### config.mk
export PLATFORM = sky130hd
export DESIGN_NAME = pmbus_op_device_flat
export DESIGN_NICKNAME = d
export VERILOG_FILES = /design/src/inc/pmbus_op_pkg.sv /design/src/inc/pmbus_op_if.sv /design/src/rtl/pmbus_op_device.sv /design/src/flat_wrapper.sv
export VERILOG_INCLUDE_DIRS = /design/src /design/src/inc
export SDC_FILE = /design/constraint.sdc
export NUM_CORES = 1
export LEC_CHECK = 0
export BUFFER_PORTS_ARGS = -buffer_cell sky130_fd_sc_hd__buf_2
export CAP_MARGIN = 10
export CORE_MARGIN = 5
export CORE_UTILIZATION = 25
export CTS_CLUSTER_DIAMETER = 100
export CTS_CLUSTER_SIZE = 20
export DETAILED_ROUTE_END_ITERATION = 10
export HOLD_SLACK_MARGIN = 0.15
export PLACE_DENSITY_LB_ADDON = 0.12
export SLEW_MARGIN = 20
export SYNTH_ARGS = -nofsm -noshare
export SYNTH_HDL_FRONTEND = slang
export SYNTH_SLANG_ARGS = --single-unit
### constraint.sdc
create_clock -name ref_clk -period 4.05 [get_ports ref_clk]
set_input_delay 0.6075 -clock ref_clk [delete_from_list [all_inputs] [get_ports ref_clk]]
set_output_delay 0.6075 -clock ref_clk [all_outputs]
set_load 0.01 [all_outputs]
### src/inc/pmbus_op_params.svh
// Constants of the conversion-control command link and the host's register map
`ifndef PMBUS_OP_PARAMS_SVH
`define PMBUS_OP_PARAMS_SVH

// Command codes
`define CMD_CONV_CTRL 8'h01
`define CMD_CLEAR_STATUS 8'h03
`define CMD_BLOCK_SCRATCH 8'hb0

// Conversion-control byte layout and reset value
`define OP_RESET 8'h00
`define OP_ON_BIT 7
`define OP_SOFT_BIT 6
`define OP_MARGIN_MSB 5
`define OP_MARGIN_LSB 2

// Margin codes
`define MARGIN_OFF0 4'h0
`define MARGIN_OFF1 4'h1
`define MARGIN_OFF2 4'h2
`define MARGIN_LOW_IGN 4'h5
`define MARGIN_LOW_ACT 4'h6
`define MARGIN_HIGH_IGN 4'h9
`define MARGIN_HIGH_ACT 4'ha

// Block command
`define BLOCK_BYTES 3'd6
`define BLOCK_RESET 48'h000000000000

// Turn-off timing, least times rounded up to whole cycles
`define CLK_PERIOD_NS 4
`define TURNOFF_DELAY_NS 1000
`define TURNOFF_FALL_NS 2000
`define TURNOFF_DELAY_CYC ((`TURNOFF_DELAY_NS + `CLK_PERIOD_NS - 1) / `CLK_PERIOD_NS)
`define TURNOFF_FALL_CYC ((`TURNOFF_FALL_NS + `CLK_PERIOD_NS - 1) / `CLK_PERIOD_NS)

// Host APB register offsets
`define REG_CTRL 8'h00
`define REG_WDATA_LO 8'h04
`define REG_WDATA_HI 8'h08
`define REG_RDATA_LO 8'h0c
`define REG_RDATA_HI 8'h10
`define REG_STATUS 8'h14

// Host control fields
`define CTRL_CODE_LSB 0
`define CTRL_READ_BIT 8
`define CTRL_COUNT_LSB 9
`define CTRL_GO_BIT 31
`define STAT_BUSY_BIT 0
`define STAT_DONE_BIT 1
`define STAT_NACK_BIT 2
`define STAT_ALERT_BIT 3

`endif

### src/inc/pmbus_op_pkg.sv
// Types and helpers shared by both ends of the command link
`default_nettype none
`include "pmbus_op_params.svh"
package pmbus_op_pkg;
    typedef enum logic [1:0] {CONV_OFF, CONV_RUN, CONV_DELAY, CONV_RAMP} conv_state_type;
    typedef enum logic [1:0] {HOST_IDLE, HOST_SEND, HOST_WAIT} host_state_type;
    typedef logic [47:0] block_type;

    // Byte idx lands at bits 8*idx+7 : 8*idx; callers keep idx below 6
    function automatic block_type placeByte(block_type val, logic [2:0] idx, logic [7:0] b);
        block_type r;
        r = val;
        r[{idx, 3'b000} +: 8] = b;
        return r;
    endfunction

    function automatic logic marginLegal(logic [3:0] code);
        return code inside {`MARGIN_OFF0, `MARGIN_OFF1, `MARGIN_OFF2, `MARGIN_LOW_IGN,
                            `MARGIN_LOW_ACT, `MARGIN_HIGH_IGN, `MARGIN_HIGH_ACT};
    endfunction
endpackage
`default_nettype wire

### src/inc/pmbus_op_if.sv
// Byte-wide command link between the bus controller and the converter slave
`timescale 1ns/100ps
`default_nettype none
interface pmbus_op_if;
    logic hostValid;
    logic hostStart;
    logic hostStop;
    logic hostRead;
    logic [7:0] hostByte;
    logic devValid;
    logic devLast;
    logic devNack;
    logic devAlert;
    logic [7:0] devByte;

    modport device(
        input hostValid, hostStart, hostStop, hostRead, hostByte,
        output devValid, devLast, devNack, devAlert, devByte
    );
    modport host(
        output hostValid, hostStart, hostStop, hostRead, hostByte,
        input devValid, devLast, devNack, devAlert, devByte
    );
endinterface
`default_nettype wire

### src/rtl/pmbus_op_device.sv
// Converter end: command slave, conversion-control byte, margin and turn-off sequencing
`timescale 1ns/100ps
`default_nettype none
`include "pmbus_op_params.svh"
module pmbus_op_device
    import pmbus_op_pkg::*;
(
    // Clock and reset
    input wire logic ref_clk,
    input wire logic rst,
    // Command link
    pmbus_op_if.device link,
    // On/off configuration and enable pin
    input wire logic cfgUseControls,
    input wire logic cfgCmdRequired,
    input wire logic cfgPinRequired,
    input wire logic cfgPinActiveHigh,
    input wire logic enablePin,
    // Power stage and voltage target controls
    output logic convActive,
    output logic stageHighZ,
    output logic rampingDown,
    output logic marginLow,
    output logic marginHigh,
    output logic faultsIgnored,
    // Status
    output logic invalidData
);
    logic [7:0] opReg;
    block_type blockReg;
    block_type bufReg;
    logic [7:0] cmdReg;
    logic [2:0] cntReg;
    logic inFrameReg;
    logic rdReg;
    block_type replyReg;
    logic [2:0] replyLeftReg;
    logic devValidReg;
    logic devLastReg;
    logic devNackReg;
    logic [7:0] devByteReg;
    logic cmlReg;
    conv_state_type stateReg;
    conv_state_type stateNext;
    logic [9:0] timerReg;
    logic [9:0] timerNext;
    logic convActiveReg;
    logic stageHighZReg;
    logic rampingDownReg;
    logic marginLowReg;
    logic marginHighReg;
    logic faultsIgnoredReg;

    // Frame decode
    wire logic frameEnd = link.hostValid & link.hostStop;
    wire logic isData = link.hostValid & ~link.hostStart & inFrameReg;
    wire logic [7:0] frameCode = link.hostStart ? link.hostByte : cmdReg;
    wire logic frameRead = link.hostStart ? link.hostRead : rdReg;
    // Count saturates so an overlong frame never matches a legal length
    wire logic [2:0] cntInc = (cntReg == 3'd7) ? cntReg : cntReg + 3'd1;
    wire logic [2:0] dataCount = link.hostStart ? 3'd0 : (isData ? cntInc : cntReg);
    wire logic storeByte = isData && (cntReg < `BLOCK_BYTES);
    wire block_type frameData = storeByte ? placeByte(bufReg, cntReg, link.hostByte) : bufReg;

    // Write acceptance
    wire logic endWrite = frameEnd & ~frameRead;
    wire logic endRead = frameEnd & link.hostStart & link.hostRead;
    wire logic opWrite = endWrite && (frameCode == `CMD_CONV_CTRL) && (dataCount == 3'd1);
    wire logic opLegal = marginLegal(frameData[`OP_MARGIN_MSB:`OP_MARGIN_LSB]);
    wire logic opAccept = opWrite & opLegal;
    wire logic blkAccept = endWrite && (frameCode == `CMD_BLOCK_SCRATCH) && (dataCount == `BLOCK_BYTES);
    wire logic clrAccept = endWrite && (frameCode == `CMD_CLEAR_STATUS) && (dataCount == 3'd0);
    wire logic wrReject = endWrite & ~opAccept & ~blkAccept & ~clrAccept;

    // Read source
    wire logic rdOp = (link.hostByte == `CMD_CONV_CTRL);
    wire logic rdBlk = (link.hostByte == `CMD_BLOCK_SCRATCH);
    wire logic [2:0] readLen = rdOp ? 3'd1 : (rdBlk ? `BLOCK_BYTES : 3'd0);
    wire block_type readValue = rdOp ? {40'h0000000000, opReg} : blockReg;
    wire logic rdReject = endRead & (readLen == 3'd0);

    // Conversion request
    wire logic pinOn = (enablePin == cfgPinActiveHigh);
    wire logic cmdOn = opReg[`OP_ON_BIT];
    wire logic runReq = ~cfgUseControls | ((~cfgCmdRequired | cmdOn) & (~cfgPinRequired | pinOn));
    wire logic softOff = opReg[`OP_SOFT_BIT];

    // Margin decode of the stored byte
    wire logic [3:0] marginCode = opReg[`OP_MARGIN_MSB:`OP_MARGIN_LSB];
    wire logic mLow = (marginCode == `MARGIN_LOW_IGN) | (marginCode == `MARGIN_LOW_ACT);
    wire logic mHigh = (marginCode == `MARGIN_HIGH_IGN) | (marginCode == `MARGIN_HIGH_ACT);
    wire logic mIgnore = ((marginCode == `MARGIN_LOW_IGN) | (marginCode == `MARGIN_HIGH_IGN)) & cmdOn;

    // Frame tracking
    always_ff @(posedge ref_clk) begin
        if (rst) begin
            inFrameReg <= 1'b0;
            cmdReg <= 8'h00;
            cntReg <= 3'd0;
            rdReg <= 1'b0;
            bufReg <= `BLOCK_RESET;
        end else if (link.hostValid) begin
            inFrameReg <= ~link.hostStop;
            cmdReg <= frameCode;
            cntReg <= dataCount;
            rdReg <= frameRead;
            bufReg <= link.hostStart ? `BLOCK_RESET : frameData;
        end
    end

    // Command registers; bits 1:0 of the control byte always read zero
    always_ff @(posedge ref_clk) begin
        if (rst) begin
            opReg <= `OP_RESET;
            blockReg <= `BLOCK_RESET;
        end else begin
            if (opAccept) begin
                opReg <= {frameData[7:2], 2'b00};
            end
            if (blkAccept) begin
                blockReg <= frameData;
            end
        end
    end

    // Sticky invalid-data flag; a new reject wins over a clear
    always_ff @(posedge ref_clk) begin
        if (rst) begin
            cmlReg <= 1'b0;
        end else begin
            cmlReg <= (cmlReg & ~clrAccept) | wrReject | rdReject;
        end
    end

    // Answers: read bytes go out one per cycle, lowest first
    always_ff @(posedge ref_clk) begin
        if (rst) begin
            replyReg <= `BLOCK_RESET;
            replyLeftReg <= 3'd0;
            devValidReg <= 1'b0;
            devLastReg <= 1'b0;
            devNackReg <= 1'b0;
            devByteReg <= 8'h00;
        end else if (endRead) begin
            devValidReg <= 1'b1;
            devByteReg <= (readLen == 3'd0) ? 8'h00 : readValue[7:0];
            devLastReg <= (readLen <= 3'd1);
            devNackReg <= rdReject;
            replyReg <= readValue >> 8;
            replyLeftReg <= (readLen == 3'd0) ? 3'd0 : readLen - 3'd1;
        end else if (endWrite) begin
            devValidReg <= 1'b1;
            devByteReg <= 8'h00;
            devLastReg <= 1'b1;
            devNackReg <= wrReject;
        end else if (replyLeftReg != 3'd0) begin
            devValidReg <= 1'b1;
            devByteReg <= replyReg[7:0];
            devLastReg <= (replyLeftReg == 3'd1);
            devNackReg <= 1'b0;
            replyReg <= replyReg >> 8;
            replyLeftReg <= replyLeftReg - 3'd1;
        end else begin
            devValidReg <= 1'b0;
            devLastReg <= 1'b0;
            devNackReg <= 1'b0;
        end
    end

    // Turn-off sequencing
    always_comb begin
        stateNext = stateReg;
        timerNext = timerReg;
        unique case (stateReg)
            CONV_OFF: begin
                if (runReq) begin
                    stateNext = CONV_RUN;
                end
            end
            CONV_RUN: begin
                if (!runReq) begin
                    if (softOff) begin
                        stateNext = CONV_DELAY;
                        timerNext = 10'(`TURNOFF_DELAY_CYC - 1);
                    end else begin
                        stateNext = CONV_OFF;
                    end
                end
            end
            CONV_DELAY: begin
                if (runReq) begin
                    stateNext = CONV_RUN;
                end else if (timerReg == 10'd0) begin
                    stateNext = CONV_RAMP;
                    timerNext = 10'(`TURNOFF_FALL_CYC - 1);
                end else begin
                    timerNext = timerReg - 10'd1;
                end
            end
            CONV_RAMP: begin
                // A restart request waits until the ramp reaches zero
                if (timerReg == 10'd0) begin
                    stateNext = CONV_OFF;
                end else begin
                    timerNext = timerReg - 10'd1;
                end
            end
        endcase
    end

    always_ff @(posedge ref_clk) begin
        if (rst) begin
            stateReg <= CONV_OFF;
            timerReg <= 10'd0;
        end else begin
            stateReg <= stateNext;
            timerReg <= timerNext;
        end
    end

    // Registered controls toward the power stage
    always_ff @(posedge ref_clk) begin
        if (rst) begin
            convActiveReg <= 1'b0;
            stageHighZReg <= 1'b1;
            rampingDownReg <= 1'b0;
            marginLowReg <= 1'b0;
            marginHighReg <= 1'b0;
            faultsIgnoredReg <= 1'b0;
        end else begin
            convActiveReg <= (stateNext == CONV_RUN) | (stateNext == CONV_DELAY);
            stageHighZReg <= (stateNext == CONV_OFF);
            rampingDownReg <= (stateNext == CONV_RAMP);
            marginLowReg <= mLow;
            marginHighReg <= mHigh;
            faultsIgnoredReg <= mIgnore;
        end
    end

    assign convActive = convActiveReg;
    assign stageHighZ = stageHighZReg;
    assign rampingDown = rampingDownReg;
    assign marginLow = marginLowReg;
    assign marginHigh = marginHighReg;
    assign faultsIgnored = faultsIgnoredReg;
    assign invalidData = cmlReg;
    assign link.devValid = devValidReg;
    assign link.devLast = devLastReg;
    assign link.devNack = devNackReg;
    assign link.devByte = devByteReg;
    assign link.devAlert = cmlReg;
endmodule
`default_nettype wire

### src/flat_wrapper.sv
// flat-port wrapper written by rule: the top's interface ports become plain ports
module pmbus_op_device_flat import pmbus_op_pkg::*;
  (ref_clk, rst, cfgUseControls, cfgCmdRequired, cfgPinRequired, cfgPinActiveHigh, enablePin, convActive, stageHighZ, rampingDown, marginLow, marginHigh, faultsIgnored, invalidData, link_hostValid, link_hostStart, link_hostStop, link_hostRead, link_hostByte, link_devValid, link_devLast, link_devNack, link_devAlert, link_devByte);
  pmbus_op_if link_i ();
  input wire logic ref_clk;
  input wire logic rst;
  input wire logic cfgUseControls;
  input wire logic cfgCmdRequired;
  input wire logic cfgPinRequired;
  input wire logic cfgPinActiveHigh;
  input wire logic enablePin;
  output logic convActive;
  output logic stageHighZ;
  output logic rampingDown;
  output logic marginLow;
  output logic marginHigh;
  output logic faultsIgnored;
  output logic invalidData;
  input wire logic [$bits(link_i.hostValid)-1:0] link_hostValid;
  input wire logic [$bits(link_i.hostStart)-1:0] link_hostStart;
  input wire logic [$bits(link_i.hostStop)-1:0] link_hostStop;
  input wire logic [$bits(link_i.hostRead)-1:0] link_hostRead;
  input wire logic [$bits(link_i.hostByte)-1:0] link_hostByte;
  output wire logic [$bits(link_i.devValid)-1:0] link_devValid;
  output wire logic [$bits(link_i.devLast)-1:0] link_devLast;
  output wire logic [$bits(link_i.devNack)-1:0] link_devNack;
  output wire logic [$bits(link_i.devAlert)-1:0] link_devAlert;
  output wire logic [$bits(link_i.devByte)-1:0] link_devByte;
  assign link_i.hostValid = link_hostValid;
  assign link_i.hostStart = link_hostStart;
  assign link_i.hostStop = link_hostStop;
  assign link_i.hostRead = link_hostRead;
  assign link_i.hostByte = link_hostByte;
  assign link_devValid = link_i.devValid;
  assign link_devLast = link_i.devLast;
  assign link_devNack = link_i.devNack;
  assign link_devAlert = link_i.devAlert;
  assign link_devByte = link_i.devByte;
  pmbus_op_device u_core (.ref_clk(ref_clk), .rst(rst), .link(link_i), .cfgUseControls(cfgUseControls), .cfgCmdRequired(cfgCmdRequired), .cfgPinRequired(cfgPinRequired), .cfgPinActiveHigh(cfgPinActiveHigh), .enablePin(enablePin), .convActive(convActive), .stageHighZ(stageHighZ), .rampingDown(rampingDown), .marginLow(marginLow), .marginHigh(marginHigh), .faultsIgnored(faultsIgnored), .invalidData(invalidData));
endmodule
# After elaboration in Yosys (flattened, before gate mapping)

Cells that the tools add are included.

Bits in registers: 188
Input bits: 19
Output and inout bits: 19

Add/sub/neg operators: 5
$lt $le $gt $ge: 2
Equality and inequality tests: 31
Shift operators: 2
Muxes and demuxes: 43
Bitwise logic cells: 32
Reductions and logical operators: 20

Operators by type and width:

| cell                                                                    | count |
|---|---|
| 48-bit 2-to-1 mux                                                       | 3 |
| 40-bit 2-to-1 mux                                                       | 3 |
| 10-bit 2-to-1 mux                                                       | 5 |
| 48-bit bitwise mux                                                      | 1 |
| 8-bit by 8-bit variable shift with 48-bit output (first input constant) | 1 |
| 8-bit by 8-bit indexed part select with 48-bit output                   | 1 |
| 8-bit 2-to-1 mux                                                        | 5 |
| 10-bit one-hot mux with 3 select lines                                  | 1 |
| 3-bit 2-to-1 mux                                                        | 9 |
| 4-bit by 3-bit equality test with 1-bit output (second input constant)  | 4 |
| 4-bit equality test (second input constant)                             | 4 |
| 8-bit by 1-bit equality test with 1-bit output (second input constant)  | 2 |
| 8-bit equality test (second input constant)                             | 2 |
| 1-bit bitwise AND                                                       | 14 |
| 2-bit 2-to-1 mux                                                        | 6 |
| 10-bit zero test                                                        | 1 |
| 10-bit by 1-bit subtractor with 10-bit output (second input constant)   | 1 |
| 1-bit 2-to-1 mux                                                        | 9 |
| 1-bit NOT                                                               | 9 |
| 1-bit bitwise OR                                                        | 9 |
| 3-bit nonzero test                                                      | 3 |
| 2-bit equality test (second input constant)                             | 4 |
| 8-bit by 2-bit equality test with 1-bit output (second input constant)  | 1 |
| 2-bit != test (second input constant)                                   | 4 |
| 21 further kinds                                                        | 33 |

# Depth between registers and ports, before layout

Gate-level depths: netlist of the first run.

Word-level depth: 14
Mapped depth: 12
Mapped depth without buffers: 10

# Least setup slack after synthesis of the first run

OpenSTA, ideal clock, no wires.

Kind: reg2reg
Start: register u_core.cntReg[0]
End: register u_core.opReg[5]
Library setup time: 0.134 ns
Arrival: 2.759 ns
Data required time: 3.916 ns
Path slack: 1.157 ns
Cell stages (with the launch flop): 13
Buffers on the path: 3
Path through: dfxtp_1 buf_2 inv_1 ha_1 ha_1 nor4b_1 and4_4 buf_6 nand4_1 a2111oi_4 and2_1 buf_4 a211oi_1

Cells in the longest elaborated chain, start to end: 7

RTL lines:

| what                                                                                | line                                         | RTL |
|---|---|---|
| start: declaration                                                                  | pmbus_op_device.sv:33                        | `logic [2:0] cntReg;` |
| start signal: assignment                                                            | pmbus_op_device.sv:105                       | `cntReg <= dataCount;` |
| 6-bit negator with 8-bit output, or another cell as far along                       | pmbus_op_pkg.sv:13                           | `r[{idx, 3'b000} +: 8] = b;` |
| 8-bit by 8-bit indexed part select with 48-bit output, or another cell as far along | pmbus_op_pkg.sv:13                           |  |
| 48-bit bitwise mux / 3-bit 2-to-1 mux (equally long branches)                       | pmbus_op_pkg.sv:13, pmbus_op_device.sv:61    |  |
| 48-bit 2-to-1 mux / 3-bit 2-to-1 mux (equally long branches)                        | pmbus_op_device.sv:63, pmbus_op_device.sv:61 |  |
| 4-bit by 1-bit equality test with 1-bit output, or another cell as far along        | pmbus_op_pkg.sv:18                           | `` return code inside {`MARGIN_OFF0, `MARGIN_OFF1, `MARGIN_OFF2, `MARGIN_LOW_IGN, `` |
| 7-bit nonzero test / 1-bit logical AND (equally long branches)                      | pmbus_op_pkg.sv:18, pmbus_op_device.sv:68    |  |
| 1-bit bitwise AND                                                                   | pmbus_op_device.sv:70                        | `wire logic opAccept = opWrite & opLegal;` |
| end signal: assignment                                                              | pmbus_op_device.sv:114                       | `` opReg <= `OP_RESET; `` |
| end signal: assignment                                                              | pmbus_op_device.sv:118                       | `opReg <= {frameData[7:2], 2'b00};` |
| end: declaration                                                                    | pmbus_op_device.sv:29                        | `logic [7:0] opReg;` |

Parallel ways exist; a longest one is shown, timed or not.
A chain may end at the register's enable or synchronous reset.

# Final worst setup path of the first run

Start: register u_core.cntReg[0]
End: register u_core.opReg[6]

The elaborated chain is that of the path after synthesis.

==> qor.yml, run 1 <==
vias: 6738
antenna_left: 0
rows: 65
synth.area.top_cells: "dfxtp_1 (47%), nor2_1 (7.7%), a22oi_1 (5.0%)"
outcome: "complete, no violations"
ys.flop_type: "dfxtp_1"
antenna_found_initial: 0
ys_warn_count: 0
period_minus_slack_ns: 3.54
synth.largest_area_cell: "dfxtp_1"
crit_path_end_kind: "flip-flop"
rsz0062_at_grt: "no"
wl_per_cell_um: 18.8
synthTopCellsByCount: "dfxtp_1 (188), nor2_1 (164), clkbuf_1 (68)"
ctsRootBufferMaster: "clkbuf_16"
hp-class: "in2reg"
htree_levels: 4
setup-tns-final_ns: 0
r2r_start: "u_core.cntReg[0]"
drc_errors: 0
cts_tree: "yes"
synth.most_common_cell: "dfxtp_1"
gp_congestion: 0.740
totalPowerFinal_mw: 4.78
ff2ff_setup_slack_ns: 0.51
clock.fmax_mhz: 282
drtIter0Drc: 503
synth-seq-area-share: 0.468
syn_area_um2: 8040
die_x_um: 189
clk_latency_ns: 0.44
vias_per_cell: 5.08
cts_hold_buf: 0
arrival_ns: 3.82
cts_sinks: 188
fin_nets: 939
syn_inst: 916
async_flop_share: 0
vdd_drop_max_mv: 0.320
post-cts-setup-buffer-count: 0
p_switching_mw: 1.42
clock_path_buffers: 2
setup.worst_path.start: "u_core.cntReg[0]"
cp_data_required_time_ns: 4.33
grt_pass1_vias: 6370
grt.overflow.total: 0
worst_pin_slew_ns: 0.910
hpwlAfterDp_um: 15800
die-area_um2: 35800
crit_end: "u_core.opReg[6]"
initial_core_util: 0.254
crit_type: "reg2reg"
coreArea_um2: 31600
first_pass_iters: 5
postSynthNetCount: 946
cap_violations: 0
slew_violations: 0
cp_max_fo: 19
start_kind: "flip-flop"
finalHoldViolCount: 0
grt_use_total: 0.139
ctsResizeCount: 0
finalCritPeriodShare: 0.874
area_growth_pct: 15.1
leakage_nw: 3.02
combPwrFrac: 0.179
dieHeight_um: 189
synth_enable_flop_cells: 0
port_buffers: 37
syn_avg_cell_area_um2: 8.77
r2r_end: "u_core.opReg[6]"
synth_top_area_frac: 0.468
power.density_nw_per_um2: 517
postRouteWirelength_um: 25000
fin_skew_ns: 0.0124
p_sw_frac: 0.297
io_pins: 38
ys_types: 57
setup_viol: 0
p_int_mw: 3.37
hold_depth: 2
r2r_cells: 9
grt_max_degree: 98
drive_above_1_share: 0.102
hold_ws_ns: 0.413
fill_cells: 3368
ys_ff_latch: 188
power_frac_clock: 0.381
seqPwrFrac: 0.441
grt_pass1_wl_um: 39100
max_slew_margin: 0.388
clk_pin_slew_ns: 0.07
cts_buffers: 17
[critical path, cell delays in order (launching register included)]
cell	delay, ns
dfxtp_1	0.53
inv_1	0.21
ha_1	0.25
ha_1	0.38
nor4b_1	0.30
and4_4	0.45
nand4_1	0.19
a2111oi_4	0.61
and2_1	0.36
a211oi_1	0.11
[power by group through the flow]
stage / clock network (mW) / registers, mW / logic, mW
after floorplan: 0 / 2.13 / 0.559
after global placement: 0 / 2.15 / 0.862
after detailed placement: 0 / 2.15 / 0.862
after CTS: 1.88 / 2.11 / 0.862
after global routing: 1.95 / 2.12 / 0.962
final: 1.82 / 2.11 / 0.854
[flip-flops by register name (all words and copies together), names as in the netlist, 2 cells and up]
| register | count |
|---|---|
| u_core.bufReg | 48 |
| u_core.cmdReg | 8 |
| u_core.replyLeftReg | 3 |
| u_core.link.devByte | 8 |
| u_core.stateReg | 2 |
| u_core.timerReg | 10 |
| u_core.blockReg | 48 |
| u_core.cntReg | 3 |
| u_core.replyReg | 40 |
| u_core.opReg | 6 |
[through the flow]
stage               area, um^2  utilization  setup WS (ns)  std cells
floorplan                 8040            -           1.16        916
global placement          8620        0.272          0.614       1292
finish                    9250        0.293          0.509       1326
detailed placement        8620        0.272          0.587       1292
CTS                       9250        0.292          0.555       1324
global route              9250        0.292          0.237       1324
[worst min-delay path by stage]
stage                           start                     end  slack, ns
2_1_floorplan  u_core.replyLeftReg[1]  u_core.replyLeftReg[1]       0.43
3_3_place_gp   u_core.replyLeftReg[1]  u_core.replyLeftReg[1]       0.44
3_5_place_dp   u_core.replyLeftReg[1]  u_core.replyLeftReg[1]       0.45
4_1_cts                 link_hostStop       u_core.inFrameReg       0.40
5_1_grt                 link_hostStop       u_core.inFrameReg       0.41
6_report                link_hostStop       u_core.inFrameReg       0.41
[layout by cell type (no fill, tap or decap), drive strengths merged, types with 3 or more instances in the layout]
cell      netlist  layout
a21oi          30      30
nand3          30      30
xor2            3       3
nor4            3       3
nand4           7       7
bufinv          0       4
nand2b          3       3
and4            6       6
nor3b           6       6
mux2i          34      34
clkbuf         68      19
ha             11      11
a22oi          54      54
and2           14      14
nor3           45      45
inv            12      15
a221oi         32      32
a32oi           5       5
o21ai          14      14
a2111oi         3       3
buf            12      54
clkinvlp        0       3
nor2          164     164
nand2          50      50
a222oi          6       6
and3            7       7
clkinv          0       3
nor2b           6       6
a211oi         51      51
a311oi         21      21
a31oi           6       6
dfxtp         188     188
[cells by family after synthesis]
| family | after synthesis | share of synthesized area |
|---|---|---|
| adder cells (fa/ha/maj) | 11 | 0.0171 |
| XOR/XNOR | 5 | 0.00545 |
| multiplexers | 34 | 0.0423 |
| AND/OR/NAND/NOR | 354 | 0.204 |
| buffers and inverters | 92 | 0.0458 |
| flip-flops | 188 | 0.468 |
| AO/OA/AOI/OAI | 232 | 0.217 |
[cell type report]
cell class / instances / area (um^2) / share of cell area
repair buffers: 54 / 369 / 0.0399
clock buffers: 19 / 443 / 0.0479
multi-input cells: 636 / 3940 / 0.426
diodes: 2 / 5.00 / 0.000541
inverters: 12 / 45.0 / 0.00487
well taps: 402 / 503 / 0.0544
clock inverters: 13 / 188 / 0.0203
flip-flops and latches: 188 / 3760 / 0.407
[layer usage]
layer  GRT usage  vias to the layer above  routed length [um]
li1            -                     3365                   -
met1       0.210                     3232               12900
met2       0.203                      125               10900
met3      0.0271                       16                 913
met4      0.0373                        0                 260
met5           0                        -                   0
(Power assumes the default switching activity.)
==> run 2: changes to the inputs <==
- CELL_PAD_IN_SITES_DETAIL_PLACEMENT: not set -> 0
- CELL_PAD_IN_SITES_GLOBAL_PLACEMENT: not set -> 2
- CTS_CLUSTER_SIZE: 20 -> 10
==> run 2 against run 1 <==
Utilization fell by 0.32 points. Maximum frequency is 1.9% higher. Die area is the same. Non-clock buffer count rose by 1. Setup slack gained 0.068 ns. Worst hold slack gained 0.022 ns. Combinational power up 2%. First-iteration DRC count shrank 18%. Count of clock-buffer cells in the layout down 1. Sequential share of layout area is 0.46 points higher. Via count is 0.89% lower. Cell area fell by 1.1%.
==> qor.yml, run 2 (same netlist as run 1, synthesis figures left out) <==
cp_top_family: "simple AND/OR/NAND/NOR gates"
io_pins: 38  # unchanged
wl_per_cell_um: 19.7  # +4.7%
htree_levels: 4  # unchanged
rows: 65  # unchanged
vias: 6678  # -0.89%
fin_nets: 940  # +0.11%
drtIter0Drc: 412  # -18%
antenna_left: 0  # unchanged
finalHoldViolCount: 0  # unchanged
postRouteWirelength_um: 26100  # +4.6%
mostFrequentLayoutCell: "dfxtp_1"
post-cts-setup-buffer-count: 0  # unchanged
grt_pass1_vias: 6534  # +2.6%
cts_buffers: 17  # unchanged
grt.overflow.total: 0  # unchanged
drive_above_1_share: 0.104  # +0.00206
rsz0062_at_grt: "no"
port_buffers: 37  # unchanged
drc_errors: 0  # unchanged
cts_tree: "yes"
max_stage_delay_ns: 0.52  # -0.09 ns
coreArea_um2: 31600  # unchanged
outcome: "complete, no violations"
hp-class: "in2reg"
crit_buf_inv: 2  # +1
seq_area_um2: 3760  # unchanged
worst_pin_slew_ns: 0.908  # -0.00195 ns
cap_violations: 0  # unchanged
first_pass_iters: 5  # unchanged
antenna_found_initial: 0  # unchanged
dieHeight_um: 189  # unchanged
clock.fmax_mhz: 288  # +1.9%
pre_cts_slack_ns: 0.622  # +0.0348 ns
initial_core_util: 0.254  # unchanged
crit_type: "reg2reg"
clock_path_buffers: 2  # unchanged
cp_max_fo: 19  # unchanged
final_util: 0.289  # -0.00324
setup_viol: 0  # unchanged
cts_sinks: 188  # unchanged
ctsRootBufferMaster: "clkbuf_16"
fill_cells: 3386  # +0.53%
totalPowerFinal_mw: 4.60  # -3.9%
largest_registers: "u_core.blockReg: 48 flops, u_core.bufReg: 48 flops, u_core.replyReg: 40 flops"
max_slew_margin: 0.391  # +0.00283
diodes: 0  # -2
setup-tns-final_ns: 0  # unchanged
ctsResizeCount: 0  # unchanged
die_x_um: 189  # unchanged
hpwlAfterDp_um: 16400  # +4.0%
clk_pin_slew_ns: 0.08  # about the same
die-area_um2: 35800  # unchanged
arrival_ns: 3.75  # -0.07 ns
multi_input_area_um2: 3940  # unchanged
leakage_nw: 2.99  # -1.0%
most-common-layout-cells: "dfxtp_1 (188), nor2_1 (164), a22oi_1 (54)"
dpl.cell_count: 1293  # +0.077%
critPathSlowestCell: "dfxtp_1"
vdd_drop_max_mv: 0.263  # -18%
start_kind: "flip-flop"
slew_violations: 0  # unchanged
vias_per_cell: 5.04  # -0.82%
cts_hold_buf: 0  # unchanged
clk_latency_ns: 0.43  # about the same
grt_max_degree: 99  # +1.0%
area_growth_pct: 13.9
grt_use_total: 0.147  # +0.00717
fin_skew_ns: 0.0124  # -0.0000337 ns
finalWorstSetupSlack_ns: 0.576  # +0.0675 ns
cp_cell_sequence: "inv_1 > ha_1 > ha_1 > nor4b_1 > and4_4 > nand4_1 > a2111oi_4 > buf_4 > and2_1 > a211oi_1"
hold_ws_ns: 0.435  # +0.0221 ns
crit_path_end_kind: "flip-flop"
cp_data_required_time_ns: 4.33  # about the same
gp_congestion: 0.746  # +0.81%
period_minus_slack_ns: 3.47  # -0.0675 ns
finalCritPeriodShare: 0.858  # -0.0167
final_area_um2: 9150  # -1.1%
power.density_nw_per_um2: 502  # -2.9%
cpMostUsedCell: "ha_1"
stdcell_count: 1325  # -0.075%
grt_pass1_wl_um: 40900  # +4.4%
dpl_cell_area_um2: 8600  # -0.20%
==> run 2: cell types whose count changed in the layout (fill, tap and decap cells not counted), sizes merged <==
cell / previous run / this run
buf: 54 / 55
bufinv: 4 / 0
clkbuf: 19 / 18
clkinv: 3 / 7
clkinvlp: 3 / 2
diode: 2 / 0
inv: 15 / 17
==> run 2: worst paths after layout <==
path                       end  cells past startpoint              from  slack, ns
max reg2reg    u_core.opReg[5]                     10  u_core.cntReg[0]       0.58
min reg2reg   u_core.cmdReg[2]                      2  u_core.cmdReg[2]       0.46
min          u_core.inFrameReg                      2     link_hostStop       0.44
max            u_core.opReg[5]                     10  u_core.cntReg[0]       0.58
==> run 2: report_power, final <==
group | switching (mW) | internal, mW
registers | 0.0944 | 2.01
logic | 0.560 | 0.308
clock network | 0.808 | 0.816
total | 1.46 | 3.13
==> run 2: worst reg2reg max path: cells and delay by family (launching register included) <==
family | cells | cell delay (ns)
AND/OR/NAND/NOR | 4 | 1.27
adder cells (fa/ha/maj) | 2 | 0.62
flip-flops | 1 | 0.52
AO/OA/AOI/OAI | 2 | 0.50
buffers and inverters | 2 | 0.42
==> run 2: area by class of cell <==
cell class | count | share of cell area
well taps | 402 | 0.0550
repair buffers | 55 | 0.0384
clock buffers | 18 | 0.0480
clock inverters | 14 | 0.0122
flip-flops and latches | 188 | 0.411
inverters | 12 | 0.00492
multi-input cells | 636 | 0.430
==> run 2: layer usage <==
layer | part of all wire | global-route usage
met1 | 0.50 | 0.210
met2 | 0.45 | 0.227
met3 | 0.033 | 0.0240
met4 | 0.018 | 0.0451
met5 | 0 | 0
